===== config.mk =====
export PLATFORM = sky130hd
export DESIGN_NAME = ndt_top
export DESIGN_NICKNAME = d
export VERILOG_FILES = /design/src/design/ndt_pkg.sv /design/src/design/ndt_top.sv
export SDC_FILE = /design/constraint.sdc
export NUM_CORES = 1
export LEC_CHECK = 0
export BUFFER_PORTS_ARGS = -buffer_cell sky130_fd_sc_hd__clkbuf_2
export CAP_MARGIN = 20
export CELL_PAD_IN_SITES_DETAIL_PLACEMENT = 1
export CELL_PAD_IN_SITES_GLOBAL_PLACEMENT = 2
export CORE_MARGIN = 4
export CORE_UTILIZATION = 34
export DETAILED_ROUTE_END_ITERATION = 8
export PLACE_DENSITY_LB_ADDON = 0.05
export SLEW_MARGIN = 20
export SYNTH_ARGS = -nofsm -noshare
export SYNTH_HDL_FRONTEND = slang
export SYNTH_SLANG_ARGS = --single-unit

===== constraint.sdc =====
create_clock -name i_clock -period 4 [get_ports i_clock]
set_input_delay 0 -clock i_clock [delete_from_list [all_inputs] [get_ports i_clock]]
set_output_delay 0 -clock i_clock [all_outputs]
set_load 0.05 [all_outputs]

===== src/design/ndt_pkg.sv =====
// Constants for the network-side defect action and persistence timer block.
// Assumes a 25 MHz system clock and an Avalon-MM register master.
package ndt_pkg;
  localparam int unsigned CLOCK_HZ = 25000000;
  localparam int unsigned TICK_MS = 1;
  localparam int unsigned TICK_CYCLES = CLOCK_HZ / 1000 * TICK_MS;
  localparam int unsigned DEACT_MIN_MS = 100;
  localparam int unsigned DEACT_MAX_MS = 1000;
  localparam int unsigned ACT_MIN_MS = 10;
  localparam int unsigned ACT_MAX_MS = 100;
  localparam logic [9:0] DEACT_RESET_MS = 10'h1f4;
  localparam logic [9:0] ACT_RESET_MS = 10'h032;
  localparam logic [3:0] ADDR_CTRL = 4'h0;
  localparam logic [3:0] ADDR_DEACT = 4'h1;
  localparam logic [3:0] ADDR_ACT = 4'h2;
  localparam logic [3:0] ADDR_STATE = 4'h3;
  localparam logic [3:0] ADDR_IRQ_STAT = 4'h4;
  localparam logic [3:0] ADDR_IRQ_MASK = 4'h5;
  localparam int CTRL_LFA_CRC = 0;
  localparam int CTRL_EXC_RAI = 1;
  localparam logic [1:0] CTRL_RESET = 2'h0;
  localparam int IRQ_ACT = 0;
  localparam int IRQ_DEACT = 1;
  localparam int IRQ_DEFECT = 2;
  localparam logic [31:0] UNMAPPED_DATA = 32'h0;
  typedef enum logic [1:0] {
    NDT_DOWN = 2'b00,
    NDT_ARMING = 2'b01,
    NDT_UP = 2'b11,
    NDT_DISARMING = 2'b10
  } ndt_state_t;
endpackage


===== src/design/ndt_top.sv =====
// Network-side layer 1 maintenance: defect actions and activation persistence timers.
// Assumes defect inputs come from line logic on another clock and are synchronised here.
//
// Overview of operation
// - Non-operational signal must persist the deactivation time before deactivate indication; here the window can close up to 1 ms short.
// - Operational frames must persist the activation time before activate indication; here the window can close up to 1 ms short.
// - Deactivation timer holds while activation timer runs, resumes when it clears.
// - Deactivation timer clears when the activation timer expires.
// - Activation timer clears on any non-operational signal.
// - Alarm outputs drop as soon as their causes go away.
// - Network power loss sends alarm indication signal only.
// - Signal loss sends remote alarm, CRC info only while still aligned.
// - Frame alignment loss sends remote alarm; CRC info is optional.
// - Network-to-user defect sends alarm indication signal only.
// - Received remote alarm generates nothing; CRC errors still reported.
// - User-to-network defect up to exchange termination sends remote alarm only.
// - Own detected CRC errors send CRC error information only.
// - Received CRC error information generates nothing.
// - Optionally send remote alarm on excessive CRC error ratio.
// - Detect power, signal, alignment, CRC defects and received indications.
//
// Chosen here: the Avalon-MM slave port and the register offsets.
`timescale 1ns/10ps

module ndt_top (
  input wire logic i_clock,
  input wire logic i_rst_n,
  input wire logic [3:0] i_avs_address,
  input wire logic i_avs_read,
  input wire logic i_avs_write,
  input wire logic [31:0] i_avs_writedata,
  output logic [31:0] o_avs_readdata,
  output logic o_avs_waitrequest,
  input wire logic i_power_loss,
  input wire logic i_signal_loss,
  input wire logic i_align_loss,
  input wire logic i_crc_error,
  input wire logic i_rx_rai,
  input wire logic i_rx_crc_info,
  input wire logic i_net_user_defect,
  input wire logic i_user_net_defect,
  input wire logic i_excess_crc,
  input wire logic i_normal_frames,
  output logic o_tx_rai,
  output logic o_tx_ais,
  output logic o_tx_crc_info,
  output logic o_phys_activate_indication,
  output logic o_phys_deactivate_indication,
  output logic o_irq
);

  ////////////////////////////////////////////////////////////////////////////
  // Two-stage synchronisers for all line-side inputs.

  localparam int NIN = 10;
  logic [NIN-1:0] sync1_reg;
  logic [NIN-1:0] sync2_reg;

  always_ff @(posedge i_clock) begin
    if (!i_rst_n) begin
      sync1_reg <= '0;
      sync2_reg <= '0;
    end else begin
      sync1_reg <= {i_normal_frames, i_excess_crc, i_user_net_defect, i_net_user_defect, i_rx_crc_info,
                    i_rx_rai, i_crc_error, i_align_loss, i_signal_loss, i_power_loss};
      sync2_reg <= sync1_reg;
    end
  end

  logic power_loss;
  logic signal_loss;
  logic align_loss;
  logic crc_error;
  logic rx_rai;
  logic rx_crc_info;
  logic net_user_defect;
  logic user_net_defect;
  logic excess_crc;
  logic normal_frames;
  assign power_loss = sync2_reg[0];
  assign signal_loss = sync2_reg[1];
  assign align_loss = sync2_reg[2];
  assign crc_error = sync2_reg[3];
  assign rx_rai = sync2_reg[4];
  assign rx_crc_info = sync2_reg[5];
  assign net_user_defect = sync2_reg[6];
  assign user_net_defect = sync2_reg[7];
  assign excess_crc = sync2_reg[8];
  assign normal_frames = sync2_reg[9];

  ////////////////////////////////////////////////////////////////////////////
  // Configuration registers.

  logic [1:0] ctrl_reg;
  logic [9:0] deact_ms_reg;
  logic [9:0] act_ms_reg;
  logic [2:0] irq_mask_reg;
  logic [2:0] irq_stat_reg;
  logic wr_ok;
  logic rd_ok;
  // A write lands only at the edge where the master sees waitrequest low, which ends the transfer.
  assign wr_ok = i_avs_write && !i_avs_read && !o_avs_waitrequest;
  assign rd_ok = i_avs_read && !i_avs_write && o_avs_waitrequest;

  // Out-of-range writes are clamped so the persistence windows can never leave their permitted range.
  function automatic logic [9:0] clamp_ms(input logic [31:0] v, input int unsigned lo, input int unsigned hi);
    if (v < lo) begin
      clamp_ms = 10'(lo);
    end else if (v > hi) begin
      clamp_ms = 10'(hi);
    end else begin
      clamp_ms = v[9:0];
    end
  endfunction

  always_ff @(posedge i_clock) begin
    if (!i_rst_n) begin
      ctrl_reg <= ndt_pkg::CTRL_RESET;
      deact_ms_reg <= ndt_pkg::DEACT_RESET_MS;
      act_ms_reg <= ndt_pkg::ACT_RESET_MS;
      irq_mask_reg <= 3'h0;
    end else if (wr_ok) begin
      case (i_avs_address)
        ndt_pkg::ADDR_CTRL: begin
          ctrl_reg <= i_avs_writedata[1:0];
        end
        ndt_pkg::ADDR_DEACT: begin
          deact_ms_reg <= clamp_ms(i_avs_writedata, ndt_pkg::DEACT_MIN_MS, ndt_pkg::DEACT_MAX_MS);
        end
        ndt_pkg::ADDR_ACT: begin
          act_ms_reg <= clamp_ms(i_avs_writedata, ndt_pkg::ACT_MIN_MS, ndt_pkg::ACT_MAX_MS);
        end
        ndt_pkg::ADDR_IRQ_MASK: begin
          irq_mask_reg <= i_avs_writedata[2:0];
        end
        default: begin
        end
      endcase
    end
  end

  ////////////////////////////////////////////////////////////////////////////
  // Millisecond tick.

  // The divider runs free, so the first tick of a window may come early: a window can close up to 1 ms short.
  logic [14:0] div_reg;
  logic tick;
  assign tick = (div_reg == 15'(ndt_pkg::TICK_CYCLES - 1));

  always_ff @(posedge i_clock) begin
    if (!i_rst_n) begin
      div_reg <= 15'h0;
    end else if (tick) begin
      div_reg <= 15'h0;
    end else begin
      div_reg <= div_reg + 15'h1;
    end
  end

  ////////////////////////////////////////////////////////////////////////////
  // Persistence timers.

  ndt_pkg::ndt_state_t state_reg;
  logic [9:0] deact_cnt_reg;
  logic [9:0] act_cnt_reg;
  logic act_expire;
  logic deact_expire;
  logic active;
  logic arming_allowed;

  // True on the tick that completes a persistence window of lim_ms milliseconds.
  function automatic logic window_done(input logic [9:0] cnt, input logic [9:0] lim_ms);
    window_done = ({1'b0, cnt} + 11'h1) >= {1'b0, lim_ms};
  endfunction

  assign active = (state_reg == ndt_pkg::NDT_UP) || (state_reg == ndt_pkg::NDT_DISARMING);
  // The activation timer also runs while disarming, so returning frames can call off a pending deactivation.
  assign arming_allowed = (state_reg != ndt_pkg::NDT_UP);
  assign act_expire = normal_frames && arming_allowed && tick && window_done(act_cnt_reg, act_ms_reg);
  assign deact_expire = !normal_frames && (state_reg == ndt_pkg::NDT_DISARMING) && tick
                        && window_done(deact_cnt_reg, deact_ms_reg);

  // Activation timer runs only on operational frames and restarts on anything else.
  always_ff @(posedge i_clock) begin
    if (!i_rst_n) begin
      act_cnt_reg <= 10'h0;
    end else if (!normal_frames) begin
      act_cnt_reg <= 10'h0;
    end else if (act_expire) begin
      act_cnt_reg <= 10'h0;
    end else if (tick && arming_allowed) begin
      act_cnt_reg <= act_cnt_reg + 10'h1;
    end
  end

  // Deactivation timer holds its count while frames are being verified, so a short burst cannot restart it.
  always_ff @(posedge i_clock) begin
    if (!i_rst_n) begin
      deact_cnt_reg <= 10'h0;
    end else if (act_expire) begin
      deact_cnt_reg <= 10'h0;
    end else if (normal_frames) begin
      deact_cnt_reg <= deact_cnt_reg;
    end else if (deact_expire) begin
      deact_cnt_reg <= 10'h0;
    end else if (tick && state_reg == ndt_pkg::NDT_DISARMING) begin
      deact_cnt_reg <= deact_cnt_reg + 10'h1;
    end
  end

  always_ff @(posedge i_clock) begin
    if (!i_rst_n) begin
      state_reg <= ndt_pkg::NDT_DOWN;
    end else begin
      case (state_reg)
        ndt_pkg::NDT_DOWN: begin
          if (normal_frames) begin
            state_reg <= ndt_pkg::NDT_ARMING;
          end
        end
        ndt_pkg::NDT_ARMING: begin
          if (!normal_frames) begin
            state_reg <= ndt_pkg::NDT_DOWN;
          end else if (act_expire) begin
            state_reg <= ndt_pkg::NDT_UP;
          end
        end
        ndt_pkg::NDT_UP: begin
          if (!normal_frames) begin
            state_reg <= ndt_pkg::NDT_DISARMING;
          end
        end
        ndt_pkg::NDT_DISARMING: begin
          // Returning frames must outlast the activation window before the deactivation is called off.
          if (act_expire) begin
            state_reg <= ndt_pkg::NDT_UP;
          end else if (deact_expire) begin
            state_reg <= ndt_pkg::NDT_DOWN;
          end
        end
        default: begin
          state_reg <= ndt_pkg::NDT_DOWN;
        end
      endcase
    end
  end

  logic act_pulse;
  logic deact_pulse;
  assign act_pulse = (state_reg == ndt_pkg::NDT_ARMING) && normal_frames && act_expire;
  assign deact_pulse = (state_reg == ndt_pkg::NDT_DISARMING) && !normal_frames && deact_expire;

  always_ff @(posedge i_clock) begin
    if (!i_rst_n) begin
      o_phys_activate_indication <= 1'b0;
      o_phys_deactivate_indication <= 1'b0;
    end else begin
      o_phys_activate_indication <= act_pulse;
      o_phys_deactivate_indication <= deact_pulse;
    end
  end

  ////////////////////////////////////////////////////////////////////////////
  // Consequent actions, recomputed every cycle so indications drop at once.
  // Received remote alarm and received CRC information add no term of their own.

  // Power loss overrides every other cause, since only the alarm indication signal can still be sent then.
  logic rai_next;
  logic ais_next;
  logic crc_next;
  always_comb begin
    ais_next = power_loss || net_user_defect;
    rai_next = !power_loss && (signal_loss || align_loss || user_net_defect
               || (ctrl_reg[ndt_pkg::CTRL_EXC_RAI] && excess_crc));
    // Frames carrying a received remote alarm still report their CRC errors.
    crc_next = !power_loss && !net_user_defect && !user_net_defect
               && ((crc_error && !align_loss)
               || (signal_loss && !align_loss)
               || (align_loss && ctrl_reg[ndt_pkg::CTRL_LFA_CRC]));
  end

  always_ff @(posedge i_clock) begin
    if (!i_rst_n) begin
      o_tx_rai <= 1'b0;
      o_tx_ais <= 1'b0;
      o_tx_crc_info <= 1'b0;
    end else begin
      o_tx_rai <= rai_next;
      o_tx_ais <= ais_next;
      o_tx_crc_info <= crc_next;
    end
  end

  ////////////////////////////////////////////////////////////////////////////
  // Sticky interrupt status; a read clears it, but a new event in that cycle wins.

  logic [2:0] ev;
  logic [2:0] irq_stat_next;
  logic defect_now;
  logic defect_d_reg;
  logic stat_rd;
  assign defect_now = power_loss || signal_loss || align_loss || net_user_defect || user_net_defect || rx_rai;
  assign ev = {defect_now && !defect_d_reg, deact_pulse, act_pulse};
  assign stat_rd = rd_ok && (i_avs_address == ndt_pkg::ADDR_IRQ_STAT);
  // The clear and the set share one next value, so an event landing on the clearing read is never lost.
  assign irq_stat_next = (stat_rd ? 3'h0 : irq_stat_reg) | ev;

  always_ff @(posedge i_clock) begin
    if (!i_rst_n) begin
      defect_d_reg <= 1'b0;
    end else begin
      defect_d_reg <= defect_now;
    end
  end

  always_ff @(posedge i_clock) begin
    if (!i_rst_n) begin
      irq_stat_reg <= 3'h0;
    end else begin
      irq_stat_reg <= irq_stat_next;
    end
  end

  // The level output follows the next status, so it rises in the same cycle as the status bit.
  always_ff @(posedge i_clock) begin
    if (!i_rst_n) begin
      o_irq <= 1'b0;
    end else begin
      o_irq <= |(irq_stat_next & irq_mask_reg);
    end
  end

  ////////////////////////////////////////////////////////////////////////////
  // Avalon slave: waitrequest rests high and drops for one cycle to end each transfer.
  // Read data are loaded on the edge that first sees the request, so they already stand when the master
  // takes them; the price is one idle cycle per access, which the slow registers here can afford.

  always_ff @(posedge i_clock) begin
    if (!i_rst_n) begin
      o_avs_waitrequest <= 1'b1;
    end else begin
      o_avs_waitrequest <= !((i_avs_read || i_avs_write) && o_avs_waitrequest);
    end
  end

  always_ff @(posedge i_clock) begin
    if (!i_rst_n) begin
      o_avs_readdata <= 32'h0;
    end else if (rd_ok) begin
      case (i_avs_address)
        ndt_pkg::ADDR_CTRL: begin
          o_avs_readdata <= {30'h0, ctrl_reg};
        end
        ndt_pkg::ADDR_DEACT: begin
          o_avs_readdata <= {22'h0, deact_ms_reg};
        end
        ndt_pkg::ADDR_ACT: begin
          o_avs_readdata <= {22'h0, act_ms_reg};
        end
        ndt_pkg::ADDR_STATE: begin
          o_avs_readdata <= {20'h0, act_cnt_reg == 10'h0, active, state_reg, 8'(sync2_reg)};
        end
        ndt_pkg::ADDR_IRQ_STAT: begin
          o_avs_readdata <= {29'h0, irq_stat_reg};
        end
        ndt_pkg::ADDR_IRQ_MASK: begin
          o_avs_readdata <= {29'h0, irq_mask_reg};
        end
        default: begin
          o_avs_readdata <= ndt_pkg::UNMAPPED_DATA;
        end
      endcase
    end
  end

endmodule


==> run metrics <==
Layout area overhead=16.0%; 1st-iter DRT viols=158; metal2 WL=7090 um; type of the tightest min-delay check=in2reg; setup TNS=0 ns; peak supply drop=0.210 mV; final hold vios=0; Die ar.=17300 um^2; Post-CTS Setup Repair Bufs=0; CP Class=reg2reg; worst r2r dst=o_irq$_SDFF_PN0_; Pre-antenna DRT Iters=5; vias=4280; Num CTS Buffers=9; Vias/cell=5.08; worst slack at placement=0.689 ns; max cap viols=0; Pwr per Cell Area=349 nW/um^2; Worst R2R Path Depth=12; post-synthesis sequential area ratio=0.405; CTS H-tree lvls=3; Clock Latency Late Sink=0.35 ns; fin nets=727; area of the multi-input gates=2790 um^2; EDFF count, synth=0; metal1 wirelength=6500 um; Fmax=305 MHz; Synth Area per Inst=8.94 um^2; CTS tree=done; asr flop ratio synth=0; DRC=0; worst slew pin tran=1.03 ns; RSZ-0062 raised after global routing=no; largest net degree at the start of global routing=47; CTS Sinks=105; crit-path max FO=4; final worst slack=0.719 ns; flop and latch count out of synthesis=105; Critical-path top delay cell=o31ai_2; I/O pin count=89; Max Used Layer=met4; WL met3=421 um; Cell Chain, Critical Path=ha_1 -> and3_1 -> nand3_1 -> nor2_1 -> xor2_1 -> ha_1 -> nand3_1 -> nor2_1 -> o31a_1 -> o31ai_2 -> a21oi_2 -> a221o_1; Post-Route WL=14200 um; Initial Util=0.352; max-slew violation count=0; P_leak=2.58 nW; most common cell after layout, fill and taps aside=dfxtp_1; most used flip-flop cell after synthesis=dfxtp_1; most frequent cells in the layout=105 x dfxtp_1, 85 x nor2_1, 68 x clkbuf_2; HPWL after DPL=11000 um; worst path arrival time=3.53 ns; Routed Antenna Nets=0; Setup crit start kind=flop; PortBufs=68; setup violators final=0; fraction of layout cells with a size suffix above 1=0.167; clk slew on worst S/H paths=0.08 ns; CP Launch Point=deact_cnt_reg[0]$_SDFFE_PP0P_; vias in the first global route=4412; cell row count=44; Crit. End Element=flop; CP max stage delay=0.52 ns; clk buf depth=2; crit path to=o_irq$_SDFF_PN0_; Die Ht=132 um; max-slew headroom at the worst pin=0.313; floorplan core area=14800 um^2; status=complete, no violations; Reg-to-Reg Start=deact_cnt_reg[0]$_SDFFE_PP0P_; fraction of the cycle the final worst path needs=0.820; CTS root buf=clkbuf_16; initial antenna violation count=0; register area=2100 um^2; synthesized netlist cell count=580; Die Wd=132 um; global-route wire length before repair=23200 um; Avg WL per Cell=16.8 um; Worst Path Required=4.25 ns; r2r setup slk=0.72 ns; # fillers=1765; Max Clock Skew=0.0111 ns; max reg flops=15; Tot Pwr=2.10 mW; Placer Congestion=0.794; Min Clock Period, post-route=3.28 ns; ANT cells=0; grt ovf=0; Total Routing Usage GR=0.167; cell area after synthesis=5190 um^2; count of different cell masters after synthesis=74; synth warn=0
==> cells in the mapped netlist (all sizes together), types with 2 or more instances <==
master / instances / share of area
a211o: 2 / 0.0034
and3: 14 / 0.017
nor2b: 4 / 0.0048
nor4b: 5 / 0.0096
o221ai: 3 / 0.0051
o211ai: 4 / 0.0068
and2: 26 / 0.032
a222oi: 8 / 0.015
nor4: 10 / 0.014
clkbuf: 18 / 0.017
inv: 28 / 0.020
nand3: 16 / 0.015
dfxtp: 105 / 0.41
nand2: 33 / 0.024
o311ai: 2 / 0.0068
a21o: 6 / 0.0087
or2: 2 / 0.0024
a21oi: 29 / 0.029
or3: 3 / 0.0046
nor3: 11 / 0.011
nand2b: 5 / 0.0075
buf: 25 / 0.035
ha: 24 / 0.058
nor2: 86 / 0.063
mux2i: 7 / 0.014
o31ai: 2 / 0.0048
xnor2: 21 / 0.035
o21ai: 11 / 0.011
o22ai: 2 / 0.0024
a31oi: 2 / 0.0024
nand4b: 3 / 0.0051
xor2: 26 / 0.044
nor4bb: 3 / 0.0058
nand4: 8 / 0.0097
==> cells by family after synthesis <==
group,after synthesis,share of synthesized area
AND/OR/NAND/NOR,234,0.233
flip-flops,105,0.405
AO/OA/AOI/OAI,90,0.134
buffers and inverters,71,0.0726
XOR/XNOR,47,0.0794
adder cells (fa/ha/maj),24,0.0579
multiplexers,8,0.0179
other,1,0.000723
==> metrics by stage <==
step | util | instances | hold slack (ns) | instance area [um^2]
6_report | 0.408 | 842 | 0.0268 | 6020
5_1_grt | 0.408 | 842 | 0.0285 | 6020
4_1_cts | 0.408 | 842 | 0.00330 | 6020
3_5_place_dp | 0.380 | 813 | 0.211 | 5600
3_3_place_gp | 0.380 | 813 | 0.207 | 5600
2_1_floorplan | - | 599 | 0.116 | 5260
==> worst min path at each step <==
stage	from	to	cells after the start
floorplan	i_avs_read	o_avs_waitrequest$_SDFF_PN1_	1
global placement	i_power_loss	sync1_reg[0]$_SDFF_PN0_	2
detailed placement	i_excess_crc	sync1_reg[8]$_SDFF_PN0_	2
CTS	i_avs_writedata[7]	deact_ms_reg[7]$_SDFFE_PN1P_	3
global route	i_avs_writedata[0]	deact_ms_reg[0]$_SDFFE_PN0P_	3
finish	i_avs_writedata[2]	deact_ms_reg[2]$_SDFFE_PN1P_	3
==> per-layer routing <==
| metal | global-route usage | vias up |
|---|---|---|
| met4 | 0.0449 | 0 |
| met3 | 0.0321 | 12 |
| met5 | 0 | - |
| met2 | 0.294 | 78 |
| met1 | 0.209 | 2074 |
| li1 | - | 2116 |
==> power breakdown <==
part | total (mW) | switching, mW | internal (mW)
Combinational | 0.171 | 0.118 | 0.0534
Sequential | 1.08 | 0.0124 | 1.06
Clock | 0.856 | 0.421 | 0.436
==> worst max-delay path, delay by kind of cell, from the launching register on <==
kind / cells / cell delay (ns)
XOR/XNOR: 1 / 0.20
adder cells (fa/ha/maj): 2 / 0.49
AO/OA/AOI/OAI: 4 / 1.30
flip-flops: 1 / 0.40
AND/OR/NAND/NOR: 5 / 0.79
==> repair_timing <==
| item | in CTS | in global routing |
|---|---|---|
| hold endpoints to repair | 12 | 0 |
| gates resized for setup | 0 | 0 |
| hold buffers | 13 | 0 |
==> cell type report <==
| cell class | count | share of cell area |
|---|---|---|
| Clock inverter | 7 | 0.0102 |
| Sequential cell | 105 | 0.349 |
| Multi-Input combinational cell | 423 | 0.463 |
| Clock buffer | 9 | 0.0374 |
| Inverter | 28 | 0.0175 |
| Timing Repair Buffer | 86 | 0.0844 |
| Tap cell | 184 | 0.0383 |
(Power assumes the default switching activity.)
